[src/edac_host_consts.svh]
`ifndef EDAC_HOST_CONSTS_SVH
`define EDAC_HOST_CONSTS_SVH

// ----------------------------------------
// Register offsets
// ----------------------------------------
`define OFF_CTRL 8'h00
`define OFF_WDATA 8'h04
`define OFF_CHECK 8'h08
`define OFF_BMASK 8'h0c
`define OFF_DIAG 8'h10
`define OFF_RDATA 8'h14
`define OFF_CAP 8'h18
`define OFF_STAT 8'h1c
`define OFF_IMASK 8'h20

// ----------------------------------------
// Field positions and reset values
// ----------------------------------------
`define CTRL_GO 0
`define CTRL_OP_LO 1
`define ST_DONE 0
`define ST_SERR 1
`define ST_MULTI_ERROR_FLAG_N 2
`define ST_BUSY 3
`define FLAGS_IDLE 2'h3
`define BMASK_RST 4'h1

// ----------------------------------------
// Timing
// ----------------------------------------
`define CLK_NS 100
`define SETUP_NS 5
`define HOLD_NS 10
`define LATCH_NS 30
`define GEN_NS 32
`define CORR_NS 37
`define SYNC_LAT 4
`define WAIT_SETUP 4'((`SETUP_NS + `CLK_NS - 1) / `CLK_NS + `SYNC_LAT)
`define WAIT_HOLD 4'((`HOLD_NS + `CLK_NS - 1) / `CLK_NS)
`define WAIT_LATCH 4'((`LATCH_NS + `CLK_NS - 1) / `CLK_NS)
`define WAIT_GEN 4'((`GEN_NS + `CLK_NS - 1) / `CLK_NS + `SYNC_LAT)
`define WAIT_CORR 4'((`CORR_NS + `CLK_NS - 1) / `CLK_NS + `SYNC_LAT)

`endif

[src/edac_host_pkg.sv]
package edac_host_pkg;

	typedef enum logic [1:0] {
		OP_WRITE = 2'b00,
		OP_READ = 2'b01,
		OP_RMW = 2'b10,
		OP_DIAG = 2'b11
	} op_t;

	// Encoded as {mode_select_high, mode_select_low}
	typedef enum logic [1:0] {
		MODE_WRITE = 2'b00,
		MODE_DIAG = 2'b01,
		MODE_READ = 2'b10,
		MODE_CORRECT = 2'b11
	} mode_t;

	typedef enum logic [3:0] {
		ST_IDLE = 4'b0000,
		ST_WR_GEN = 4'b0001,
		ST_RD_SETUP = 4'b0010,
		ST_RD_HOLD = 4'b0011,
		ST_CORR = 4'b0100,
		ST_LATCH = 4'b0101,
		ST_MODIFY = 4'b0110,
		ST_REGEN = 4'b0111,
		ST_DG_RUN = 4'b1000,
		ST_DONE = 4'b1001
	} fsm_t;

	typedef struct packed {
		fsm_t fsm;
		logic [3:0] cnt;
		op_t op;
		logic [31:0] wdata;
		logic [6:0] check;
		logic [3:0] bmask;
		logic [31:0] diag;
		logic [31:0] rdata;
		logic [6:0] cap;
		logic [1:0] flags_n;
		logic [2:0] stat;
		logic [2:0] imask;
		logic [31:0] rd;
		mode_t mode;
		logic [3:0] ben_n;
		logic cen_n;
		logic hold;
		logic [3:0] drv_d;
		logic drv_c;
		logic [31:0] dout;
	} host_state_t;

	typedef struct packed {
		logic [40:0] a;
		logic [40:0] b;
		logic [40:0] c;
		logic [40:0] q;
	} sync_state_t;

endpackage

[src/edac_pins_if.sv]
`timescale 1ns/1ps
interface edac_pins_if;
	logic [31:0] data;
	logic [6:0] check;
	logic serr_n;
	logic multi_error_flag_n_n;
	modport src (output data, output check, output serr_n, output multi_error_flag_n_n);
	modport dst (input data, input check, input serr_n, input multi_error_flag_n_n);
endinterface

[src/edac_pin_sampler.sv]
`timescale 1ns/1ps
module edac_pin_sampler (
	input wire logic ref_clk_i,
	input wire logic resetn_i,
	input wire logic [31:0] data_i,
	input wire logic [6:0] check_i,
	input wire logic serr_n_i,
	input wire logic multi_error_flag_n_n_i,
	edac_pins_if.src pins
);
	import edac_host_pkg::*;

	sync_state_t s;
	sync_state_t next_s;
	logic [40:0] agree;

	// ----------------------------------------
	// Three-stage capture, accept on agreement
	// ----------------------------------------
	always_comb begin
		next_s = s;
		agree = ~(s.b ^ s.c);
		next_s.a = {multi_error_flag_n_n_i, serr_n_i, check_i, data_i};
		next_s.b = s.a;
		next_s.c = s.b;
		next_s.q = (s.b & agree) | (s.q & ~agree);
	end

	always_ff @(posedge ref_clk_i or negedge resetn_i) begin
		if (!resetn_i) begin
			s <= '1;
		end else begin
			s <= next_s;
		end
	end

	assign pins.data = s.q[31:0];
	assign pins.check = s.q[38:32];
	assign pins.serr_n = s.q[39];
	assign pins.multi_error_flag_n_n = s.q[40];
endmodule // edac_pin_sampler

[src/edac_host_ctrl.sv]
// Strobed register access and the register offsets are this design's own decisions.
`timescale 1ns/1ps
`include "edac_host_consts.svh"
module edac_host_ctrl #(
	parameter bit BYTE_CTRL = 1'b1
) (
	input wire logic ref_clk_i,
	input wire logic resetn_i,
	input wire logic [7:0] addr_i,
	input wire logic [31:0] wdata_i,
	input wire logic wr_i,
	input wire logic rd_i,
	output logic [31:0] rdata_o,
	output logic irq_o,
	output logic mode_select_high_o,
	output logic mode_select_low_o,
	input wire logic [31:0] data_port_lines_i,
	output logic [31:0] data_port_lines_o,
	output logic [31:0] data_port_lines_oe_o,
	output logic [3:0] byte_drive_enable_n_o,
	output logic word_drive_enable_n_o,
	output logic output_latch_hold_o,
	input wire logic [6:0] check_syndrome_lines_i,
	output logic [6:0] check_syndrome_lines_o,
	output logic [6:0] check_syndrome_lines_oe_o,
	output logic check_drive_enable_n_o,
	input wire logic single_error_flag_n_i,
	input wire logic multi_error_flag_n_i
);
	import edac_host_pkg::*;

	host_state_t s;
	host_state_t next_s;
	logic [2:0] ev;
	logic go;
	op_t req_op;
	logic [31:0] ben_bits;

	edac_pins_if smp ();

	edac_pin_sampler u_sampler (
		.ref_clk_i(ref_clk_i),
		.resetn_i(resetn_i),
		.data_i(data_port_lines_i),
		.check_i(check_syndrome_lines_i),
		.serr_n_i(single_error_flag_n_i),
		.multi_error_flag_n_n_i(multi_error_flag_n_i),
		.pins(smp.src)
	);

	// ----------------------------------------
	// Register port and sequencer
	// ----------------------------------------
	always_comb begin
		next_s = s;
		ev = 3'h0;
		next_s.rd = 32'h0;
		go = (s.fsm == ST_IDLE) && wr_i && (addr_i == `OFF_CTRL) && wdata_i[`CTRL_GO];
		req_op = op_t'(wdata_i[`CTRL_OP_LO +: 2]);
		if (req_op == OP_RMW && !BYTE_CTRL) begin
			req_op = OP_READ;
		end
		if (rd_i) begin
			unique case (addr_i)
				`OFF_WDATA: next_s.rd = s.wdata;
				`OFF_CHECK: next_s.rd = {25'h0, s.check};
				`OFF_BMASK: next_s.rd = {28'h0, s.bmask};
				`OFF_DIAG: next_s.rd = s.diag;
				`OFF_RDATA: next_s.rd = s.rdata;
				`OFF_CAP: next_s.rd = {23'h0, s.flags_n, s.cap};
				`OFF_STAT: next_s.rd = {28'h0, s.fsm != ST_IDLE, s.stat};
				`OFF_IMASK: next_s.rd = {29'h0, s.imask};
				default: next_s.rd = 32'h0;
			endcase
		end
		if (wr_i && s.fsm == ST_IDLE) begin
			unique case (addr_i)
				`OFF_WDATA: next_s.wdata = wdata_i;
				`OFF_CHECK: next_s.check = wdata_i[6:0];
				`OFF_BMASK: next_s.bmask = wdata_i[3:0];
				`OFF_DIAG: next_s.diag = wdata_i;
				`OFF_IMASK: next_s.imask = wdata_i[2:0];
				default: next_s.imask = s.imask;
			endcase
		end
		next_s.cnt = (s.cnt == 4'h0) ? 4'h0 : s.cnt - 4'h1;
		unique case (s.fsm)
			ST_IDLE: begin
				if (go) begin
					next_s.op = req_op;
					next_s.flags_n = `FLAGS_IDLE;
					next_s.ben_n = 4'hf;
					next_s.drv_d = 4'hf;
					next_s.dout = s.wdata;
					if (req_op == OP_WRITE) begin
						next_s.mode = MODE_WRITE;
						next_s.cen_n = 1'b0;
						next_s.drv_c = 1'b0;
						next_s.cnt = `WAIT_GEN;
						next_s.fsm = ST_WR_GEN;
					end else begin
						next_s.mode = MODE_READ;
						next_s.cen_n = 1'b1;
						next_s.drv_c = 1'b1;
						next_s.cnt = `WAIT_SETUP;
						next_s.fsm = ST_RD_SETUP;
					end
				end
			end
			ST_WR_GEN: begin
				if (s.cnt == 4'h0) begin
					next_s.cap = smp.check;
					next_s.fsm = ST_DONE;
				end
			end
			ST_RD_SETUP: begin
				if (s.cnt == 4'h0) begin
					next_s.flags_n = {smp.multi_error_flag_n_n, smp.serr_n};
					if (s.op == OP_DIAG) begin
						next_s.mode = MODE_DIAG;
					end else begin
						next_s.mode = MODE_CORRECT;
					end
					next_s.cnt = `WAIT_HOLD;
					next_s.fsm = ST_RD_HOLD;
				end
			end
			ST_RD_HOLD: begin
				if (s.cnt == 4'h0) begin
					if (s.op == OP_DIAG) begin
						next_s.drv_c = 1'b0;
						next_s.cen_n = 1'b0;
						next_s.dout = s.diag;
						next_s.cnt = `WAIT_GEN;
						next_s.fsm = ST_DG_RUN;
					end else begin
						next_s.drv_d = 4'h0;
						next_s.drv_c = 1'b0;
						next_s.ben_n = 4'h0;
						next_s.cen_n = 1'b0;
						next_s.cnt = `WAIT_CORR;
						next_s.fsm = ST_CORR;
					end
				end
			end
			ST_CORR: begin
				if (s.cnt == 4'h0) begin
					next_s.rdata = smp.data;
					next_s.cap = smp.check;
					if (s.op == OP_RMW) begin
						next_s.hold = 1'b1;
						next_s.cnt = `WAIT_LATCH;
						next_s.fsm = ST_LATCH;
					end else begin
						next_s.fsm = ST_DONE;
					end
				end
			end
			ST_LATCH: begin
				if (s.cnt == 4'h0) begin
					next_s.ben_n = s.bmask;
					next_s.drv_d = s.bmask;
					next_s.dout = s.wdata;
					next_s.cnt = `WAIT_SETUP;
					next_s.fsm = ST_MODIFY;
				end
			end
			ST_MODIFY: begin
				if (s.cnt == 4'h0) begin
					next_s.mode = MODE_WRITE;
					next_s.cnt = `WAIT_GEN;
					next_s.fsm = ST_REGEN;
				end
			end
			ST_REGEN: begin
				if (s.cnt == 4'h0) begin
					next_s.rdata = smp.data;
					next_s.cap = smp.check;
					next_s.fsm = ST_DONE;
				end
			end
			ST_DG_RUN: begin
				if (s.cnt == 4'h0) begin
					next_s.flags_n = {smp.multi_error_flag_n_n, smp.serr_n};
					next_s.cap = smp.check;
					next_s.rdata = smp.data;
					next_s.fsm = ST_DONE;
				end
			end
			ST_DONE: begin
				ev[`ST_DONE] = 1'b1;
				ev[`ST_SERR] = ~s.flags_n[0];
				ev[`ST_MULTI_ERROR_FLAG_N] = ~s.flags_n[1];
				next_s.mode = MODE_WRITE;
				next_s.ben_n = 4'hf;
				next_s.cen_n = 1'b1;
				next_s.drv_d = 4'h0;
				next_s.drv_c = 1'b0;
				next_s.hold = 1'b0;
				next_s.fsm = ST_IDLE;
			end
			default: next_s.fsm = ST_IDLE;
		endcase
		// Set beats a clear in the same cycle
		next_s.stat = ((rd_i && addr_i == `OFF_STAT) ? 3'h0 : s.stat) | ev;
	end

	always_ff @(posedge ref_clk_i or negedge resetn_i) begin
		if (!resetn_i) begin
			s <= '0;
			s.fsm <= ST_IDLE;
			s.flags_n <= `FLAGS_IDLE;
			s.bmask <= `BMASK_RST;
			s.ben_n <= 4'hf;
			s.cen_n <= 1'b1;
		end else begin
			s <= next_s;
		end
	end

	// ----------------------------------------
	// Pin drive
	// ----------------------------------------
	genvar b;
	generate
		for (b = 0; b < 4; b++) begin : g_lane
			assign ben_bits[8*b +: 8] = {8{s.ben_n[b]}};
			assign data_port_lines_oe_o[8*b +: 8] = {8{s.drv_d[b]}};
		end
	endgenerate

	assign data_port_lines_o = s.dout;
	assign check_syndrome_lines_o = s.check;
	assign check_syndrome_lines_oe_o = {7{s.drv_c}};
	assign mode_select_high_o = s.mode[1];
	assign mode_select_low_o = s.mode[0];
	assign byte_drive_enable_n_o = s.ben_n;
	assign word_drive_enable_n_o = s.ben_n[0];
	assign check_drive_enable_n_o = s.cen_n;
	assign output_latch_hold_o = s.hold;
	assign rdata_o = s.rd;
	assign irq_o = |(s.stat & s.imask);
endmodule // edac_host_ctrl

[config.mk]
export PLATFORM = sky130hd
export DESIGN_NAME = edac_host_ctrl
export DESIGN_NICKNAME = d
export VERILOG_FILES = /design/src/edac_host_pkg.sv /design/src/edac_pins_if.sv /design/src/edac_pin_sampler.sv /design/src/edac_host_ctrl.sv
export VERILOG_INCLUDE_DIRS = /design/src /design/src/src
export SDC_FILE = /design/constraint.sdc
export NUM_CORES = 1
export LEC_CHECK = 0
export BUFFER_PORTS_ARGS = -buffer_cell sky130_fd_sc_hd__buf_2
export CAP_MARGIN = 20
export CORE_MARGIN = 8
export CORE_UTILIZATION = 52
export CTS_CLUSTER_SIZE = 40
export DETAILED_ROUTE_END_ITERATION = 12
export PLACE_DENSITY = 0.88
export SYNTH_ARGS = -nofsm -noshare
export SYNTH_HDL_FRONTEND = slang
export SYNTH_HIERARCHICAL = 1
export SYNTH_SLANG_ARGS = --single-unit
[constraint.sdc]
create_clock -name ref_clk_i -period 1.9 [get_ports ref_clk_i]
set_input_delay 0.38 -clock ref_clk_i [delete_from_list [all_inputs] [get_ports ref_clk_i]]
set_output_delay 0.38 -clock ref_clk_i [all_outputs]
set_load 0.03 [all_outputs]
# Yosys cells after proc, flatten, opt, wreduce, memory -nomap -nowiden
# Index checks and enable logic that the tools add are counted.
# Widths: inputs -> output; s select.
[op_classes]
n_addsub = 1
multipliers = 0
div_mod_pow = 0
order_cmp = 0
eq_ne = 32
n_shift = 0
mux = 48
n_bitwise = 10
reduce_logical = 35
[ops]
columns = ["operator", "count"]
rows = [
  ["$pmux 32 s8", 1],
  ["$mux 32", 3],
  ["$pmux 32 s3", 1],
  ["$and 41x41->41", 2],
  ["$not 41->41", 2],
  ["$mux 37", 2],
  ["$pmux 32 s2", 1],
  ["$mux 8", 6],
  ["$mux 41", 1],
  ["$or 41x41->41", 1],
  ["$xor 41x41->41", 1],
  ["$mux 39", 1],
  ["$eq 8x5->1 const B", 4],
  ["$pmux 4 s4", 2],
  ["$pmux 4 s7", 1],
  ["$mux 4", 6],
  ["$pmux 4 s6", 1],
  ["$ne 2x2->1 const B", 11],
  ["$pmux 7 s3", 1],
  ["$eq 4x3->1 const B", 4],
  ["$eq 8x4->1 const B", 2],
  ["$mux 7", 2],
  ["$mux 2", 6],
  ["$reduce_and 2->1", 6],
  ["33 further kinds", 58],
]
[word_totals]
regBits = 373
latch_bits = 0
mem_bits_rw = 0
mem_bits_ro = 0
in_bits = 85
n_memories = 0

# Longest topological paths before layout
[logic_depth]
ltp_word = 6
mapped_depth = 8
mapped_depth_nobuf = 7

# Cells and area by module
# The synthesis kept the hierarchy.
[by_module_without_submodules]
columns = ["module", "n_inst", "cells_each", "area_each_um2"]
rows = [
  ["edac_host_ctrl", 1, 927, 10525.1],
  ["edac_pin_sampler", 1, 244, 5063.6],
]

# Least setup slack after synthesis
# OpenSTA, ideal clock, no wires.
[synth_path]
kind = "reg2reg"
start = "register s[201] (netlist bit)"
end = "register s[101] (netlist bit)"
setup_time_ps = 128
t_arrival_ps = 1818
t_required_ps = 1772
slack_ps = -45
stages_incl_launch_ff = 8
n_path_buf = 2
synth_period_minus_slack_ps = 1945
path_cell_list = "dfrtp_1 -> inv_1 -> ha_1 -> nor3b_1 -> buf_2 -> o21ai_1 -> buf_4 -> mux2_1"
[synth_between]
elab_chain_cells = 3
[synth_rtl]
columns = ["element", "line_no", "rtl"]
rows = [
  ["start: declaration", "edac_host_ctrl.sv:32", "host_state_t s;"],
  ["start signal: assignment", "edac_host_ctrl.sv:217", "s <= next_s;"],
  ["$logic_not 4->1 *", "edac_host_ctrl.sv:147, edac_host_ctrl.sv:176, edac_host_ctrl.sv:183", ""],
  ["$ne 2x2->1 (no line) / $ne 2x1->1 (equally long branches)", "-", ""],
  ["$reduce_and 3->1 (no line) *", "-", ""],
]
# Every way passes the cells marked *; elsewhere a longest branch is shown, timed or not.
# A chain may end at the register's enable or synchronous reset.

# Worst setup path in the final report
[layout_path]
start = "register s[82] (netlist bit)"
end = "output port irq_o"
[layout_between]
elab_chain_cells = 2
[layout_rtl]
columns = ["element", "line_no", "rtl"]
rows = [
  ["$and 3x3->3", "edac_host_ctrl.sv:242", "assign irq_o = |(s.stat & s.imask);"],
  ["$reduce_or 3->1", "edac_host_ctrl.sv:242", ""],
  ["end: declaration", "edac_host_ctrl.sv:14", "output logic irq_o,"],
]
# Every way passes these cells.

==> metrics <==
Post-Synthesis Cells=1,171; Die Ht=189.1 µm; GRT Overall Usage=20.11%; WP data arrival=1.62 ns; Synth cell types=70; Slew Viols, Final=0; Max Clock Skew=0.01067 ns; mean post-synth cell area=13.31 µm²; Post-synth EDFFs=0; CP Launch Point=s[82]$_DFF_PN0_; crit share post-route=105.5%; layout cells sized above 1=56.69%; critical path endpoint=irq_o; H-tree lvl count=2; r2r worst-path depth=9; unrepaired setup endpoints after global routing=yes; actual slew at the worst max-slew pin=0.5814 ns; fin nets=1,462; syn_nets=1,258; status=complete, but fails checks; setup ws final=-0.1036 ns; GRT overflow=0; final setup fails=44; commonest non-fill, non-tap cell in the layout=buf_2; Sum Neg Setup Slack=-0.8923 ns; DR vias=9,587; DRC Markers=0; final hold viol count=0; worst reg-to-reg setup slack=-0.03 ns; Leak=0.008749 µW; clock-pin slew on the worst setup and hold paths=0.06 ns; PwrDens=1029 nW/µm²; Final HPWL DP=24,730 µm; Hold Crit Class=in2reg; initial antenna violation count=10; startpoint of the worst-slack reg-to-reg timing path=s[207]$_DFFE_PN0P_; Critical Path RT=1.52 ns; Max-cap violations=0; IO Port Bufs=204; WS Path Type=reg2out; drt wl/cell=21.45 µm; Worst-Skew Late Latency=0.52 ns; routed vias/inst=5.332; Worst setup SP type=register; ys flop type=dfrtp_1; cell area after synthesis=15,590 µm²; final WL=38,570 µm; Final Core Density=65.12%; starting density of the core=52.74%; sequential cell area fraction in the yosys report=61.26%; antenna-violating nets left=0; CTS Buffer Depth=3; vias in the first global route=10,196; DIE WIDTH=189.1 µm; CTS Buf Count=39; relative slew slack=61.10%; row cnt=63; Final min period=2.004 ns; first-pass GRT wire length=57,250 µm; most frequent cells in the layout=buf_2 (202), dfrtp_1 (200), dfstp_2 (172), nor2_1 (80), mux2_2 (78); number of DRC markers in iteration 0=402; die footprint=35,770 µm²; root buffer cell=clkbuf_16; crit path capture type=output port; drt first pass iters=5; Synthesis Warnings=6; Area Overhead vs Synth=23.48%; routability cong.=0.8631; largest net degree at the start of global routing=95; failing checks=negative setup slack; core area=29,560 µm²; critical-path maximum fanout=2; TritonCTS clock tree=built; io pins=205; ys async rst share=100.0%; VDD IR max=0.7689 mV; Synth Register Bits=373; f_max=499.1 MHz; reg2reg end=data_port_lines_o[23]$_DFFE_PN0P_; Sink Count=373
[cells by family (layout without fill, tap and decap cells)]
kind of cell	count (synthesis)	count (layout)	share of synthesized area, %
other	0	2	0
muxes	187	187	13.73
adders and majority gates	43	43	3.122
AOI/OAI and AO/OA	142	142	5.771
and+or+nand+nor	215	215	6.630
xor gates and xnor gates	5	5	0.2810
buffers and inverters	206	441	9.206
DFF	373	373	61.26
[through the flow]
stage	instance area [µm²]	power (µW)	setup slack, ns	hold WS (ns)	cells
after detailed placement	16610	12060	-0.1214	0.2322	1652
after CTS	18490	19850	-0.1638	0.06846	1775
after global placement	16610	11980	-0.1004	0.2296	1652
after global routing	19240	20600	-0.1619	0.07822	1796
after floorplan	15600	11410	-0.009494	0.08441	1171
final	19250	19800	-0.1036	0.09248	1798
[report_power, final]
group	internal (µW)	switching, µW
clock network	4550	3070
logic	1270	1770
registers	8720	438
[final cells by class]
type                       instances  area [µm²]
antenna                            2       5.005
clock buffer                      58        1129
clock inverter                    14       166.4
fill                            2103       10310
inverter                           7       30.03
multi-input combinational        592        5044
sequential                       373        9550
tap                              390       488.0
timing repair buffer             362        2838
[per-layer routing]
| metal | global-route usage (%) | wire length, µm |
|---|---|---|
| met1 | 26.06 | 16060 |
| met3 | 5.666 | 2831 |
| met5 | 0 | 94 |
| met4 | 5.262 | 847 |
| met2 | 32.96 | 18740 |
[critical path: stages, from the launching register on]
cell	delay, ns
dfrtp_1	0.38
a222oi_1	0.47
inv_1	0.08
buf_4	0.18
[cells in the mapped netlist (5+ instances only)]
master,count,area share (%)
maj3_2,41,3.0
buf_1,5,0.12
a31oi_1,7,0.28
mux2_1,13,0.94
mux2_4,31,3.0
buf_6,6,0.43
and2_1,6,0.24
buf_2,19,0.61
a22oi_1,6,0.29
buf_4,158,7.6
o21ai_0,29,0.93
mux2i_1,65,4.2
dfstp_2,172,29
mux2_2,78,5.6
o21ai_1,18,0.58
nand3_1,6,0.19
a21oi_1,39,1.3
dfrtp_1,201,32
nand2_1,71,1.7
clkbuf_1,11,0.26
o2bb2ai_1,5,0.28
o22a_1,5,0.28
a32oi_1,5,0.28
inv_1,7,0.17
nor3_1,10,0.32
nor2_1,82,2.0
[timing repair]
action | in CTS | in global routing
endpoints found under the setup margin | 98 | 95
buffers inserted | 7 | 8
endpoints found under the hold margin | 98 | 0
resized for setup | 13 | 121
pin swaps | 5 | 40
hold buffers | 42 | 0
gates cloned | 2 | 13
[worst min-delay path by stage]
stage | start | to | cells after the start
2_1_floorplan | resetn_i | check_syndrome_lines_o[0]$_DFFE_PN0P_ | 0
3_3_place_gp | resetn_i | s[103]$_DFFE_PN0P_ | 1
3_5_place_dp | resetn_i | s[103]$_DFFE_PN0P_ | 1
4_1_cts | wdata_i[7] | s[131]$_DFFE_PN0P_ | 2
5_1_grt | wdata_i[26] | s[150]$_DFFE_PN0P_ | 2
6_report | wdata_i[26] | s[150]$_DFFE_PN0P_ | 2
Power figures use the tool's default switching activity.
